===== config.mk =====
export PLATFORM = sky130hd
export DESIGN_NAME = postsq_sequencer
export DESIGN_NICKNAME = d
export VERILOG_FILES = /design/src/rtl/postsq_pkg.sv /design/src/rtl/postsq_sequencer.sv
export SDC_FILE = /design/constraint.sdc
export NUM_CORES = 1
export LEC_CHECK = 0
export CAP_MARGIN = 30
export CORE_MARGIN = 10
export CORE_UTILIZATION = 55
export CTS_CLUSTER_SIZE = 25
export DETAILED_ROUTE_END_ITERATION = 8
export DONT_BUFFER_PORTS = 1
export MAX_ROUTING_LAYER = met4
export PLACE_DENSITY = 0.7
export SYNTH_ARGS = -nofsm -noshare
export SYNTH_HDL_FRONTEND = slang
export SYNTH_SLANG_ARGS = --single-unit

===== constraint.sdc =====
create_clock -name clock -period 2.8 [get_ports clock]
set_input_delay 0.42 -clock clock [delete_from_list [all_inputs] [get_ports clock]]
set_output_delay 0.42 -clock clock [all_outputs]
set_load 0.05 [all_outputs]

===== src/rtl/postsq_pkg.sv =====
/*
 Power-on self-test sequencer package: phase timing, display codes,
 indicator widths and the carrier structs of the sequencer ports.
 Assumes a 100 MHz clock; long counts are overridable in the top module.
*/
package postsq_pkg;

    localparam int CLK_MHZ = 100;
    localparam int LAMP_MS = 500;
    localparam int VERSION_MS = 3000;
    localparam int COMPLETE_MS = 1000;
    localparam int TEST_US = 100;
    localparam int LAMP_CYC = LAMP_MS * 1000 * CLK_MHZ;
    localparam int VERSION_CYC = VERSION_MS * 1000 * CLK_MHZ;
    localparam int COMPLETE_CYC = COMPLETE_MS * 1000 * CLK_MHZ;
    localparam int TEST_CYC = TEST_US * CLK_MHZ;

    localparam int NUM_TESTS = 8;
    localparam int NUM_IND = 16;
    localparam int NUM_BTN = 16;
    localparam int CNT_W = 32;
    localparam int IDX_W = 3;

    // Readout message codes shown on the mainframe screen
    localparam logic [1:0] MSG_NONE = 2'h0;
    localparam logic [1:0] MSG_BUSY = 2'h1;
    localparam logic [1:0] MSG_COMPLETE = 2'h2;
    localparam logic [1:0] MSG_FAIL = 2'h3;

    // Four digits, each a 4-bit value plus decimal point
    localparam logic [15:0] DIGITS_ALL_EIGHT = 16'h8888;
    localparam logic [3:0] DP_ALL = 4'hf;
    localparam logic [3:0] DP_NONE = 4'h0;
    // Arbitrary firmware version value
    localparam logic [15:0] FW_VERSION = 16'h0100;
    localparam logic [NUM_BTN-1:0] LAMP_SUBSET = 16'h00ff;

    typedef struct packed {
        logic [1:0] msg;
        logic [7:0] code;
    } postsq_readout_s;

    typedef struct packed {
        logic [15:0] digits;
        logic [3:0] dp;
        logic blank_n;
    } postsq_numeric_s;

    typedef struct packed {
        logic [NUM_TESTS-1:0] red;
        logic [NUM_TESTS-1:0] green;
    } postsq_func_led_s;

    typedef enum logic [2:0] {
        ST_LAMP, ST_TEST, ST_HALT, ST_VERSION, ST_COMPLETE, ST_NORMAL
    } postsq_state_e;

endpackage


===== src/rtl/postsq_sequencer.sv =====
/*
 Power-on self-test sequencer: lamp and segment check, test stepping
 with halt on failure, firmware version display, completion message.
 Assumes test engines outside report pass/fail per test index on a
 done strobe from the same clock; pushbuttons are asynchronous pins.
*/
// How it works
// - Sequence starts by itself after reset release
// - Busy message shown while sequence runs
// - Complete message shown briefly, then removed
// - All indicators and some button lamps lit
// - Numeric display shows 8.8.8.8. first
// - Version shown few seconds if no failure
// - Failure reported on screen, digits, LEDs
// - Each test LED red failed, green passed
// - Halt and hold indications on failure
// - Screen and digits show failing test code
// - Any pushbutton press resumes remaining tests
`timescale 1ns/10ps
module postsq_sequencer
    import postsq_pkg::*;
#(
    parameter int LAMP_CYCLES = LAMP_CYC,
    parameter int VERSION_CYCLES = VERSION_CYC,
    parameter int COMPLETE_CYCLES = COMPLETE_CYC
)
(
    input wire logic clock,
    input wire logic nrst,
    input wire logic [NUM_BTN-1:0] button_in,
    input wire logic test_done,
    input wire logic test_fail,
    output postsq_readout_s readout,
    output postsq_numeric_s numeric,
    output postsq_func_led_s func_led,
    output logic [NUM_IND-1:0] indicator,
    output logic [NUM_BTN-1:0] button_lamp,
    output logic test_start,
    output logic [IDX_W-1:0] test_index,
    output logic normal_mode
);

    postsq_state_e state_q, state_d;
    logic [CNT_W-1:0] cnt_q, cnt_d;
    logic [IDX_W-1:0] idx_q, idx_d;
    logic any_fail_q, any_fail_d;
    logic start_q, start_d;
    logic [NUM_TESTS-1:0] red_q, red_d, green_q, green_d;
    postsq_readout_s ro_q, ro_d;
    postsq_numeric_s num_q, num_d;
    logic [NUM_IND-1:0] ind_q, ind_d;
    logic [NUM_BTN-1:0] lamp_q, lamp_d;
    logic normal_q, normal_d;

    // Three-stage button synchroniser; s1 is read only by s2
    logic [NUM_BTN-1:0] s1_q, s2_q, s3_q, btn_q, btn_d;
    logic press;

    always_comb
    begin
        btn_d = btn_q;
        for (int i = 0; i < NUM_BTN; i++)
        begin
            if (s2_q[i] == s3_q[i])
            begin
                btn_d[i] = s3_q[i];
            end
        end
    end

    always_ff @(posedge clock or negedge nrst)
    begin
        if (!nrst)
        begin
            s1_q <= '0;
            s2_q <= '0;
            s3_q <= '0;
            btn_q <= '0;
        end
        else
        begin
            s1_q <= button_in;
            s2_q <= s1_q;
            s3_q <= s2_q;
            btn_q <= btn_d;
        end
    end

    // Rising edge of any debounced button
    assign press = |(btn_d & ~btn_q);

    always_comb
    begin
        state_d = state_q;
        cnt_d = cnt_q + 32'h1;
        idx_d = idx_q;
        any_fail_d = any_fail_q;
        start_d = 1'b0;
        red_d = red_q;
        green_d = green_q;
        ro_d = ro_q;
        num_d = num_q;
        ind_d = ind_q;
        lamp_d = lamp_q;
        normal_d = normal_q;
        case (state_q)
            ST_LAMP:
            begin
                ro_d = '{msg: MSG_BUSY, code: 8'h00};
                num_d = '{digits: DIGITS_ALL_EIGHT, dp: DP_ALL,
                          blank_n: 1'b1};
                ind_d = '1;
                lamp_d = LAMP_SUBSET;
                if (cnt_q >= CNT_W'(LAMP_CYCLES - 1))
                begin
                    state_d = ST_TEST;
                    cnt_d = '0;
                    ind_d = '0;
                    lamp_d = '0;
                    start_d = 1'b1;
                    num_d.blank_n = 1'b0;
                end
            end
            ST_TEST:
            begin
                if (test_done)
                begin
                    cnt_d = '0;
                    if (test_fail)
                    begin
                        // Same code on both paths, screen and digits
                        red_d[idx_q] = 1'b1;
                        any_fail_d = 1'b1;
                        ro_d = '{msg: MSG_FAIL,
                                 code: {5'h00, idx_q} + 8'h01};
                        num_d = '{digits: {13'h0000, idx_q} + 16'h0001,
                                  dp: DP_NONE, blank_n: 1'b1};
                        state_d = ST_HALT;
                    end
                    else
                    begin
                        green_d[idx_q] = 1'b1;
                        if (idx_q == IDX_W'(NUM_TESTS - 1))
                        begin
                            state_d = any_fail_q ? ST_COMPLETE
                                                 : ST_VERSION;
                            num_d = '{digits: FW_VERSION, dp: DP_NONE,
                                      blank_n: !any_fail_q};
                            if (any_fail_q)
                            begin
                                ro_d.msg = MSG_COMPLETE;
                            end
                        end
                        else
                        begin
                            idx_d = idx_q + 3'h1;
                            start_d = 1'b1;
                        end
                    end
                end
            end
            ST_HALT:
            begin
                // Indications held until an operator press
                if (press)
                begin
                    ro_d = '{msg: MSG_BUSY, code: 8'h00};
                    num_d.blank_n = 1'b0;
                    if (idx_q == IDX_W'(NUM_TESTS - 1))
                    begin
                        state_d = ST_COMPLETE;
                        ro_d.msg = MSG_COMPLETE;
                    end
                    else
                    begin
                        state_d = ST_TEST;
                        idx_d = idx_q + 3'h1;
                        start_d = 1'b1;
                    end
                    cnt_d = '0;
                end
            end
            ST_VERSION:
            begin
                if (cnt_q >= CNT_W'(VERSION_CYCLES - 1))
                begin
                    state_d = ST_COMPLETE;
                    cnt_d = '0;
                    num_d.blank_n = 1'b0;
                    ro_d.msg = MSG_COMPLETE;
                end
            end
            ST_COMPLETE:
            begin
                if (cnt_q >= CNT_W'(COMPLETE_CYCLES - 1))
                begin
                    state_d = ST_NORMAL;
                    ro_d = '{msg: MSG_NONE, code: 8'h00};
                    red_d = '0;
                    green_d = '0;
                    normal_d = 1'b1;
                end
            end
            ST_NORMAL:
            begin
                cnt_d = cnt_q;
            end
            default:
            begin
                state_d = ST_NORMAL;
            end
        endcase
    end

    // Reset release begins the lamp phase with no operator action
    always_ff @(posedge clock or negedge nrst)
    begin
        if (!nrst)
        begin
            state_q <= ST_LAMP;
            cnt_q <= '0;
            idx_q <= '0;
            any_fail_q <= 1'b0;
            start_q <= 1'b0;
            red_q <= '0;
            green_q <= '0;
            ro_q <= '{msg: MSG_BUSY, code: 8'h00};
            num_q <= '0;
            ind_q <= '0;
            lamp_q <= '0;
            normal_q <= 1'b0;
        end
        else
        begin
            state_q <= state_d;
            cnt_q <= cnt_d;
            idx_q <= idx_d;
            any_fail_q <= any_fail_d;
            start_q <= start_d;
            red_q <= red_d;
            green_q <= green_d;
            ro_q <= ro_d;
            num_q <= num_d;
            ind_q <= ind_d;
            lamp_q <= lamp_d;
            normal_q <= normal_d;
        end
    end

    assign readout = ro_q;
    assign numeric = num_q;
    assign func_led = '{red: red_q, green: green_q};
    assign indicator = ind_q;
    assign button_lamp = lamp_q;
    assign test_start = start_q;
    assign test_index = idx_q;
    assign normal_mode = normal_q;

    a_busy_msg: assert property (@(posedge clock) disable iff (!nrst)
        (state_q == ST_TEST) |-> ro_q.msg == MSG_BUSY)
        else $error("busy message missing during test");
    a_halt_hold: assert property (@(posedge clock) disable iff (!nrst)
        (state_q == ST_HALT && !press) |=> state_q == ST_HALT)
        else $error("halt left without press");
    a_fail_red: assert property (@(posedge clock) disable iff (!nrst)
        (state_q == ST_TEST && test_done && test_fail)
        |=> red_q[$past(idx_q)] && ro_q.msg == MSG_FAIL)
        else $error("failure not shown red");
    a_code_match: assert property (@(posedge clock)
        disable iff (!nrst)
        (state_q == ST_HALT) |-> ro_q.code[3:0] == num_q.digits[3:0])
        else $error("screen and digit codes differ");
    a_resume_press: assert property (@(posedge clock)
        disable iff (!nrst)
        (state_q == ST_HALT && press && idx_q != 3'h7)
        |=> state_q == ST_TEST && test_start)
        else $error("press did not resume tests");
    a_seg_check: assert property (@(posedge clock) disable iff (!nrst)
        (state_q == ST_LAMP && cnt_q > 32'h0)
        |-> num_q.digits == DIGITS_ALL_EIGHT && &ind_q)
        else $error("segment check not lit");
    a_complete_msg: assert property (@(posedge clock)
        disable iff (!nrst)
        $rose(normal_q) |-> ro_q.msg == MSG_NONE && red_q == '0)
        else $error("displays not released");
    a_version_ok: assert property (@(posedge clock) disable iff (!nrst)
        (state_q == ST_VERSION) |-> !any_fail_q && num_q.blank_n)
        else $error("version shown after failure");

endmodule


==> reports/metrics.yaml, run 1 <==
dr.first_iter.drc_count: 364
place_area_mm2: 0.00584
critPathKind: "reg -> reg"
avgSynthCellArea_um2: 10.9
fp.dieW_um: 124
finClkSkew_ns: 0.00824
initial_utilization_pct: 57.2
status: "finished with violations"
gp_congestion: 0.897
ant_nets: 0
grt_max_degree: 136
met1_usage_pct: 20.4
regToRegSetupSlack_ns: 0.43
synth_edf_count: 0
via_per_inst: 5.59
fin_crit_sh_pct: 84.8
use_met3_pct: 5.52
antennaDiodeCount: 0
max_freq_mhz: 421
post-cts-setup-buffers: 0
synth-main-ff-cell: "dfrtp_1"
grt_usage_pct: 16.5
h-tree-depth: 4
p_leak_nw: 2.90
avgRoutedWirePerCell_um: 17.1
maxCapViolations: 0
violations: "negative hold slack"
final-hold-violation-count: 135
reg2regPathDepth: 7
slew_headroom_pct: 34.7
yosysSeqAreaShare_pct: 56.8
slew_violations: 0
power.density_mw_per_mm2: 1060
clock_latency_ns: 0.52
cts_buffers: 17
io_buffer_count: 0
hpwl_um: 7900
end_kind: "flop"
fin_setup_tns_ns: 0
grt_pass1_wl_um: 19600
path_clk_slew_ns: 0.06
cts.sinks: 135
synth_warnings: 0
final_nets: 561
worstMarginPinSlew_ns: 0.979
antenna_found_initial: 0
first_global_vias: 3908
hp-class: "in -> async"
fin_area_mm2: 0.00658
top_usage_layer: "met2"
synthToLayoutAreaGrowth_pct: 10.6
fill_cells: 817
synth_cell_types: 59
syn_area_mm2: 0.00595
grtUsageMet2_pct: 24.8
synthCells: 545
setup_viol: 0
critPathRequiredTime_ns: 3.19
peakVddDrop_mv: 0.810
clockRootBuffer: "clkbuf_8"
drc_errors: 0
clockBufferDepth: 2
cp_max_fo: 17
overflow: 0
rsz0062_at_grt: "no"
placementRows: 37
yosys_register_bits: 135
num_vias: 3835
core_area_mm2: 0.0104
tritoncts: "yes"
start_kind: "flop"
die_h_um: 124
num_io_pins: 104
drive_gt1_share_pct: 10.5
die_area_mm2: 0.0154
firstDrtPassIters: 4
cp.arrival_ns: 2.76
hold-worst-slack_ns: -0.409
holdBufCountCts: 16
async_reset_ff_share_pct: 100
fin_crit_ns: 2.37
routed_wl_um: 11700
## routing by layer
| metal | up-vias | wire (µm) |
|---|---|---|
| met4 | 0 | 187 |
| met3 | 19 | 831 |
| met2 | 116 | 5740 |
| li1 | 1801 | - |
| met5 | - | 0 |
| met1 | 1899 | 4950 |
## power by group
part	internal, mW	switching, mW
Sequential	2.22	0.946
Combinational	0.395	1.22
Clock	1.38	0.816
Total	4.00	2.98
## cells in the mapped netlist, types with 2 or more instances
cell type  count  area, µm²
a31oi_1       12       75.1
nand3b_1      15        113
inv_1          8       30.0
a211o_1        2       17.5
o21ai_0       14       70.1
ha_1           3       37.5
buf_2          7       35.0
nor2b_1        5       31.3
and2_1         3       18.8
nor3b_1        3       22.5
xnor2_1       15        131
a21o_1         3       22.5
nor3_1        10       50.1
o2111ai_1      4       35.0
nor4_1         5       31.3
maj3_1        12        120
nor4b_1        2       17.5
mux2_2         6       67.6
o22ai_1        2       12.5
buf_4         54        405
nand4b_1       2       17.5
nand4_1       12       75.1
or4_1          2       15.0
clkbuf_1      12       45.0
dfrtp_1      134       3350
nand2b_1       5       31.3
nand2_1       40        150
a211oi_1       3       22.5
nor2_1        61        229
mux2_1         2       22.5
xor2_1        16        140
nand3_1       17       85.1
and4_1         4       35.0
a21oi_1       15       75.1
o21a_1         2       15.0
and3_1        10       62.6
## cell usage in the layout (no fill, tap or decap), types with 4 or more instances in the layout
cell type,instances
inv_1,8
clkbuf_16,16
nor3_1,10
nor4_1,5
a31oi_1,12
a21oi_1,15
conb_1,20
xor2_1,16
and3_1,10
nand4_1,12
maj3_1,12
buf_4,12
dlygate4sd3_1,16
o21ai_0,14
nor2_1,61
nand2b_1,5
nor2b_1,5
o2111ai_1,4
nand3b_1,15
nand2_1,40
xnor2_1,15
and4_1,4
nand3_1,17
mux2_2,6
dfrtp_1,132
## kinds of logic after synthesis
kind of cell | synth area share, %
flops | 56.8
fa+ha+maj | 2.65
xor+xnor | 4.56
simple gates | 17.8
other cells | 0.0630
mux | 1.68
buf+inv | 8.91
compound gates | 7.61
## worst max-delay path, stage by stage (launching register included)
cell     delay, ns
dfrtp_1       0.47
or4b_1        0.56
o31ai_1       0.20
a22oi_1       0.13
o31ai_4       0.31
and3_1        0.22
buf_4         0.22
o21ai_0       0.12
## path summary, 6_finish.rpt
path,start,to
min reg2reg,s1_q[0],s2_q[0]
min,nrst,s2_q[5]
min in group clock,test_done,any_fail_q
max in group asynchronous,nrst,readout[8]
max,cnt_q[8],cnt_q[0]
max reg2reg,cnt_q[8],cnt_q[0]
## registers in the layout, summed over array words and instances, names as in the netlist
register     count
cnt_q           32
btn_q           16
s1_q            16
s2_q            16
s3_q            16
green_q          8
red_q            8
numeric          7
readout          6
state_q          3
test_index       3
any_fail_q       1
indicator        1
normal_mode      1
test_start       1
## timing repair
action / in CTS / in global routing
hold endpoints to repair: 151 / 135
setup endpoints to repair: 0 / 0
gates resized for setup: 0 / 0
## cell type report
class / count / area [µm²] / area share, %
clock buffers: 21 / 439 / 6.67
clock inverters: 10 / 145 / 2.20
inverters: 8 / 30.0 / 0.456
multi-input cells: 346 / 2110 / 32.1
flip-flops and latches: 135 / 3390 / 51.4
well taps: 136 / 170 / 2.58
repair buffers: 30 / 298 / 4.52
## metrics by stage
stage	util (%)	hold WS (ns)	power [mW]	setup slack [ns]	cells
floorplan	-	0.124	4.76	0.596	564
global placement	56.1	0.129	4.76	0.509	639
detailed placement	56.1	0.130	4.80	0.435	639
CTS	63.2	-0.433	7.05	0.422	686
global route	63.2	-0.444	7.29	0.237	686
finish	63.2	-0.409	6.98	0.426	686
Power figures use the tool's default switching activity.
==> inputs of run 2 (changes only) <==
clock period = 2.4 ns   (was 2.8 ns; I/O delays follow)
==> reports/metrics.yaml, run 2 (synthesis results as in run 1) <==
clockRootBuffer: "clkbuf_8"  # unchanged
num_vias: 3975  # was 3835
fin_setup_tns_ns: 0  # unchanged
overflow: 0  # unchanged
layout_commonest_cell: "dfrtp_1"  # unchanged
dr.first_iter.drc_count: 431  # was 364
firstDrtPassIters: 5  # was 4
io_buffer_count: 0  # unchanged
fin_crit_sh_pct: 96.7  # was 84.8%
p_sw_share_pct: 42.6  # was 42.7%
violations: "negative hold slack"  # unchanged
power.density_mw_per_mm2: 1210  # was 1060 mW/mm²
drc_errors: 0  # unchanged
largest-register: "cnt_q"  # unchanged
grt_max_degree: 136  # unchanged
hp-class: "in -> async"  # unchanged
status: "finished with violations"  # unchanged
clock_power_share_pct: 31.2  # was 31.5%
cp_max_fo: 4  # was 17
core_area_mm2: 0.0104  # unchanged
routed_wl_um: 12500  # was 11700 µm
maxCapViolations: 0  # unchanged
largest_reg_flops: 32  # unchanged
avgRoutedWirePerCell_um: 17.8  # was 17.1 µm
h-tree-depth: 4  # unchanged
peakVddDrop_mv: 0.940  # was 0.810 mV
setup_viol: 0  # unchanged
dp_cells: 654  # was 639
worstMarginPinSlew_ns: 0.974  # was 0.979 ns
fin_crit_ns: 2.32  # was 2.37 ns
synthToLayoutAreaGrowth_pct: 13.1  # was 10.6%
multi_input_area_mm2: 0.00214  # was 0.00211 mm²
via_per_inst: 5.67  # was 5.59
register_area_mm2: 0.00339  # about the same
fp.dieW_um: 124  # unchanged
cts_buffers: 17  # unchanged
stdcell_count: 701  # was 686
drive_gt1_share_pct: 14.2  # was 10.5%
power_frac_seq_pct: 45.3  # was 45.4%
die_h_um: 124  # unchanged
final-hold-violation-count: 135  # unchanged
num_io_pins: 104  # unchanged
hpwl_um: 8280  # was 7900 µm
layout_common_cells: "129 x dfrtp_1, 61 x nor2_1, 40 x nand2_1"  # was 132 x dfrtp_1, 61 x nor2_1, 40 x nand2_1
placementRows: 37  # unchanged
slew_headroom_pct: 35.0  # was 34.7%
p_sw_mw: 3.48  # was 2.98 mW
initial_utilization_pct: 57.2  # unchanged
dpl_worst_slack_ns: 0.0363  # was 0.435 ns
p_leak_nw: 2.98  # was 2.90 nW
slew_violations: 0  # unchanged
critPathRequiredTime_ns: 2.81  # was 3.19 ns
finClkSkew_ns: 0.0101  # was 0.00824 ns
cp.arrival_ns: 2.73  # was 2.76 ns
tritoncts: "yes"  # unchanged
critPathKind: "reg -> reg"  # unchanged
fill_cells: 803  # was 817
end_kind: "flop"  # unchanged
hold-worst-slack_ns: -0.479  # was -0.409 ns
grt_pass1_wl_um: 20700  # was 19600 µm
die_area_mm2: 0.0154  # unchanged
grt_usage_pct: 17.6  # was 16.5%
post-route-worst-setup-slack_ns: 0.0793  # was 0.426 ns
antenna_found_initial: 0  # unchanged
clock_latency_ns: 0.53  # was 0.52 ns
start_kind: "flop"  # unchanged
power.total_mw: 8.17  # was 6.98 mW
path_clk_slew_ns: 0.06  # about the same
holdBufCountCts: 16  # unchanged
final_nets: 577  # was 561
clockBufferDepth: 2  # unchanged
gp_congestion: 0.892  # was 0.897
p_int_mw: 4.69  # was 4.00 mW
cts.sinks: 135  # unchanged
ant_nets: 0  # unchanged
first_global_vias: 4096  # was 3908
max_freq_mhz: 431  # was 421 MHz
p_comb_share_pct: 23.5  # was 23.2%
antennaDiodeCount: 0  # unchanged
[run 2: cell type report]
| type | count | area share, % |
|---|---|---|
| multi-input cells | 346 | 31.7 |
| clock inverters | 8 | 1.84 |
| well taps | 136 | 2.53 |
| clock buffers | 22 | 6.73 |
| repair buffers | 46 | 6.39 |
| inverters | 8 | 0.446 |
| flip-flops and latches | 135 | 50.4 |
[run 2: power by group through the flow]
stage	clock, mW	combinational, mW	sequential, mW
final	2.55	1.92	3.70
after floorplan	0	1.98	3.58
after global routing	2.70	2.06	3.76
after detailed placement	0	1.89	3.74
after CTS	2.59	1.92	3.71
after global placement	0	1.85	3.73
[run 2: repair_timing]
item | in CTS | in global routing
gates resized for setup | 0 | 7
hold endpoints to repair | 151 | 135
setup buffers | 0 | 1
setup endpoints to repair | 0 | 20
[run 2: routing by layer]
layer	GRT usage, %	routed length [µm]
met4	6.19	191
met5	-	0
met3	6.06	939
met2	28.6	6380
met1	20.0	4990
[run 2: worst max-delay path, stage by stage (launching register included)]
cell	delay, ns
dfrtp_1	0.38
ha_1	0.21
nand4_1	0.17
o211ai_1	0.30
a311oi_2	0.17
a211oi_2	0.37
nand4_1	0.24
mux2_1	0.36
[run 2: final timing paths]
path / from / endpoint / slack (ns) / cells after the start
worst min register to register: s1_q[14] / s2_q[14] / 0.35 / 0
worst min-delay path: nrst / s1_q[5] / -0.48 / 0
worst max register to register: cnt_q[0] / state_q[1] / 0.08 / 7
min in group clock: test_fail / numeric[8] / 0.04 / 2
max in group asynchronous: nrst / readout[8] / 2.66 / 0
worst max-delay path: cnt_q[0] / state_q[1] / 0.08 / 7
[run 2: per-stage QoR]
stage          instance area [µm²]  hold WS [ns]  util (%)
6_report                      6730        -0.479      64.6
5_1_grt                       6730        -0.502      64.6
4_1_cts                       6700        -0.497      64.3
3_5_place_dp                  5960        0.0703      57.3
3_3_place_gp                  5960        0.0696      57.3
2_1_floorplan                 6020        0.0644         -
==> inputs of run 3 (changes only) <==
CORE_ASPECT_RATIO = 0.6   (was not set)
SKIP_LAST_GASP = 1   (was not set)
==> reports/metrics.yaml, run 3 (synthesis results as in run 1) <==
status: "finished with violations"  # unchanged
violations: "negative hold slack"  # unchanged
rsz0062_at_grt: "yes"
cts_buffers: 17  # unchanged
hp-class: "in -> async"  # unchanged
p_sw_share_pct: 44.7  # was 42.6%
peakVddDrop_mv: 2.11  # was 0.940 mV
start_kind: "flop"  # unchanged
power.total_mw: 8.12  # was 8.17 mW
path_cells: "buf_4, or4_1, a311oi_2, or4_4, a31oi_2, nand4_1, mux2_1"  # was ha_1, nand4_1, o211ai_1, a311oi_2, a211oi_2, nand4_1, mux2_1
overflow: 0  # unchanged
p_leak_nw: 3.04  # was 2.98 nW
hpwl_um: 8350  # was 8280 µm
die_h_um: 101  # was 124 µm
synthToLayoutAreaGrowth_pct: 14.6  # was 13.1%
p_int_mw: 4.49  # was 4.69 mW
crit_family: "simple AND/OR/NAND/NOR gates"  # was compound AO/OA/AOI/OAI gates
hold-worst-slack_ns: -0.361  # was -0.479 ns
critPathKind: "reg -> reg"  # unchanged
fp.dieW_um: 154  # was 124 µm
num_vias: 3981  # was 3975
finClkSkew_ns: 0.00977  # was 0.0101 ns
initial_utilization_pct: 56.4  # was 57.2%
grt_pass1_wl_um: 20200  # was 20700 µm
antennaDiodeCount: 0  # unchanged
largest_reg_flops: 32  # unchanged
fin_crit_sh_pct: 97.8  # was 96.7%
first_global_vias: 3905  # was 4096
grt_usage_pct: 16.5  # was 17.6%
dr.first_iter.drc_count: 342  # was 431
via_per_inst: 5.57  # was 5.67
end_kind: "flop"  # unchanged
tritoncts: "yes"  # unchanged
cp.depth: 7  # unchanged
final_util_pct: 64.6  # about the same
drive_gt1_share_pct: 17.0  # was 14.2%
crit_start: "cnt_q[8]"  # was cnt_q[0]
firstDrtPassIters: 5  # unchanged
max_freq_mhz: 426  # was 431 MHz
slew_violations: 0  # unchanged
die_area_mm2: 0.0155  # was 0.0154 mm²
reg2regPathDepth: 7  # unchanged
io_buffer_count: 0  # unchanged
layout_common_cells: "129 x dfrtp_1, 61 x nor2_1, 40 x nand2_1"  # unchanged
grt_max_degree: 136  # unchanged
reg2reg_from: "cnt_q[8]"  # was cnt_q[0]
clock_power_share_pct: 30.4  # was 31.2%
layout_commonest_cell: "dfrtp_1"  # unchanged
worstMarginPinSlew_ns: 0.995  # was 0.974 ns
critPathRequiredTime_ns: 2.70  # was 2.81 ns
setup_viol: 0  # unchanged
placementRows: 29  # was 37
slowest_stage: "or4_1"  # was dfrtp_1
p_sw_mw: 3.63  # was 3.48 mW
cp_max_fo: 5  # was 4
clock_latency_ns: 0.42  # was 0.53 ns
gp_congestion: 0.936  # was 0.892
slew_headroom_pct: 33.6  # was 35.0%
regToRegSetupSlack_ns: 0.05  # was 0.08 ns
routed_wl_um: 12200  # was 12500 µm
power.density_mw_per_mm2: 1190  # was 1210 mW/mm²
num_io_pins: 104  # unchanged
clockRootBuffer: "clkbuf_16"  # was clkbuf_8
holdBufCountCts: 16  # unchanged
cts.sinks: 135  # unchanged
power_frac_seq_pct: 45.5  # was 45.3%
largest-register: "cnt_q"  # unchanged
max_stage_delay_ns: 0.54  # was 0.38 ns
p_comb_share_pct: 24.1  # was 23.5%
antenna_found_initial: 0  # unchanged
h-tree-depth: 4  # unchanged
final-hold-violation-count: 135  # unchanged
path_clk_slew_ns: 0.06  # about the same
ant_nets: 0  # unchanged
fin_crit_ns: 2.35  # was 2.32 ns
maxCapViolations: 0  # unchanged
core_area_mm2: 0.0106  # was 0.0104 mm²
cp.arrival_ns: 2.65  # was 2.73 ns
avgRoutedWirePerCell_um: 17.1  # was 17.8 µm
drc_errors: 0  # unchanged
clockBufferDepth: 2  # unchanged
worstReg2RegEnd: "state_q[1]"  # unchanged
final_nets: 586  # was 577
crit_end: "state_q[1]"  # unchanged
critPathBufInv: 1  # was 0
[run 3: metrics by stage]
| step | setup WS, ns | cell area (µm²) | TNS, ns | std cells |
|---|---|---|---|---|
| after floorplan | 0.196 | 6020 | 0 | 564 |
| after global placement | 0.158 | 6000 | 0 | 661 |
| after detailed placement | 0.127 | 6000 | 0 | 661 |
| after CTS | 0.108 | 6730 | 0 | 709 |
| after global routing | -0.0510 | 6830 | -0.127 | 715 |
| final | 0.0526 | 6830 | 0 | 715 |
[run 3: power by group through the flow]
| stage | combinational [mW] | sequential (mW) | clock [mW] |
|---|---|---|---|
| floorplan | 1.98 | 3.58 | 0 |
| global placement | 1.87 | 3.73 | 0 |
| detailed placement | 1.91 | 3.75 | 0 |
| CTS | 1.93 | 3.71 | 2.52 |
| global route | 2.10 | 3.75 | 2.62 |
| finish | 1.95 | 3.70 | 2.47 |
[run 3: per-layer routing]
metal / track usage [%] / vias up / wire (µm) / share of wire, %
met1: 22.4 / 1949 / 5760 / 47
met2: 22.6 / 144 / 5320 / 44
li1: - / 1870 / - / -
met4: 5.86 / 0 / 171 / 1.4
met5: - / - / 0 / 0
met3: 5.41 / 18 / 972 / 8.0
[run 3: what timing repair did]
item                                   CTS  global route
resized for setup                        0            12
setup endpoints to repair                0            32
endpoints found under the hold margin  151           135
buffers inserted                         0             6
[run 3: worst register-to-register path, cell delays in order, from the launching register on]
cell and delay, ns:
dfrtp_1 0.42, buf_4 0.15, or4_1 0.54, a311oi_2 0.30, or4_4 0.20, a31oi_2 0.09
nand4_1 0.20, mux2_1 0.34
[run 3: area by class of cell]
class                           count  area, µm²
Tap cell                          139        174
Multi-Input combinational cell    346       2160
Clock buffer                       18        439
Timing Repair Buffer               55        498
Fill cell                         800       3730
Clock inverter                     14        133
Sequential cell                   135       3390
Inverter                            8       30.0
[run 3: how the worst min path moves through the flow]
| stage | startpoint | endpoint | slack, ns | cells after the start |
|---|---|---|---|---|
| 4_1_cts | nrst | s1_q[6] | -0.38 | 0 |
| 3_3_place_gp | nrst | s1_q[6] | 0.07 | 0 |
| 2_1_floorplan | nrst | any_fail_q | 0.06 | 0 |
| 5_1_grt | nrst | s1_q[6] | -0.39 | 0 |
| 6_report | nrst | s2_q[6] | -0.36 | 0 |
| 3_5_place_dp | nrst | s1_q[6] | 0.07 | 0 |
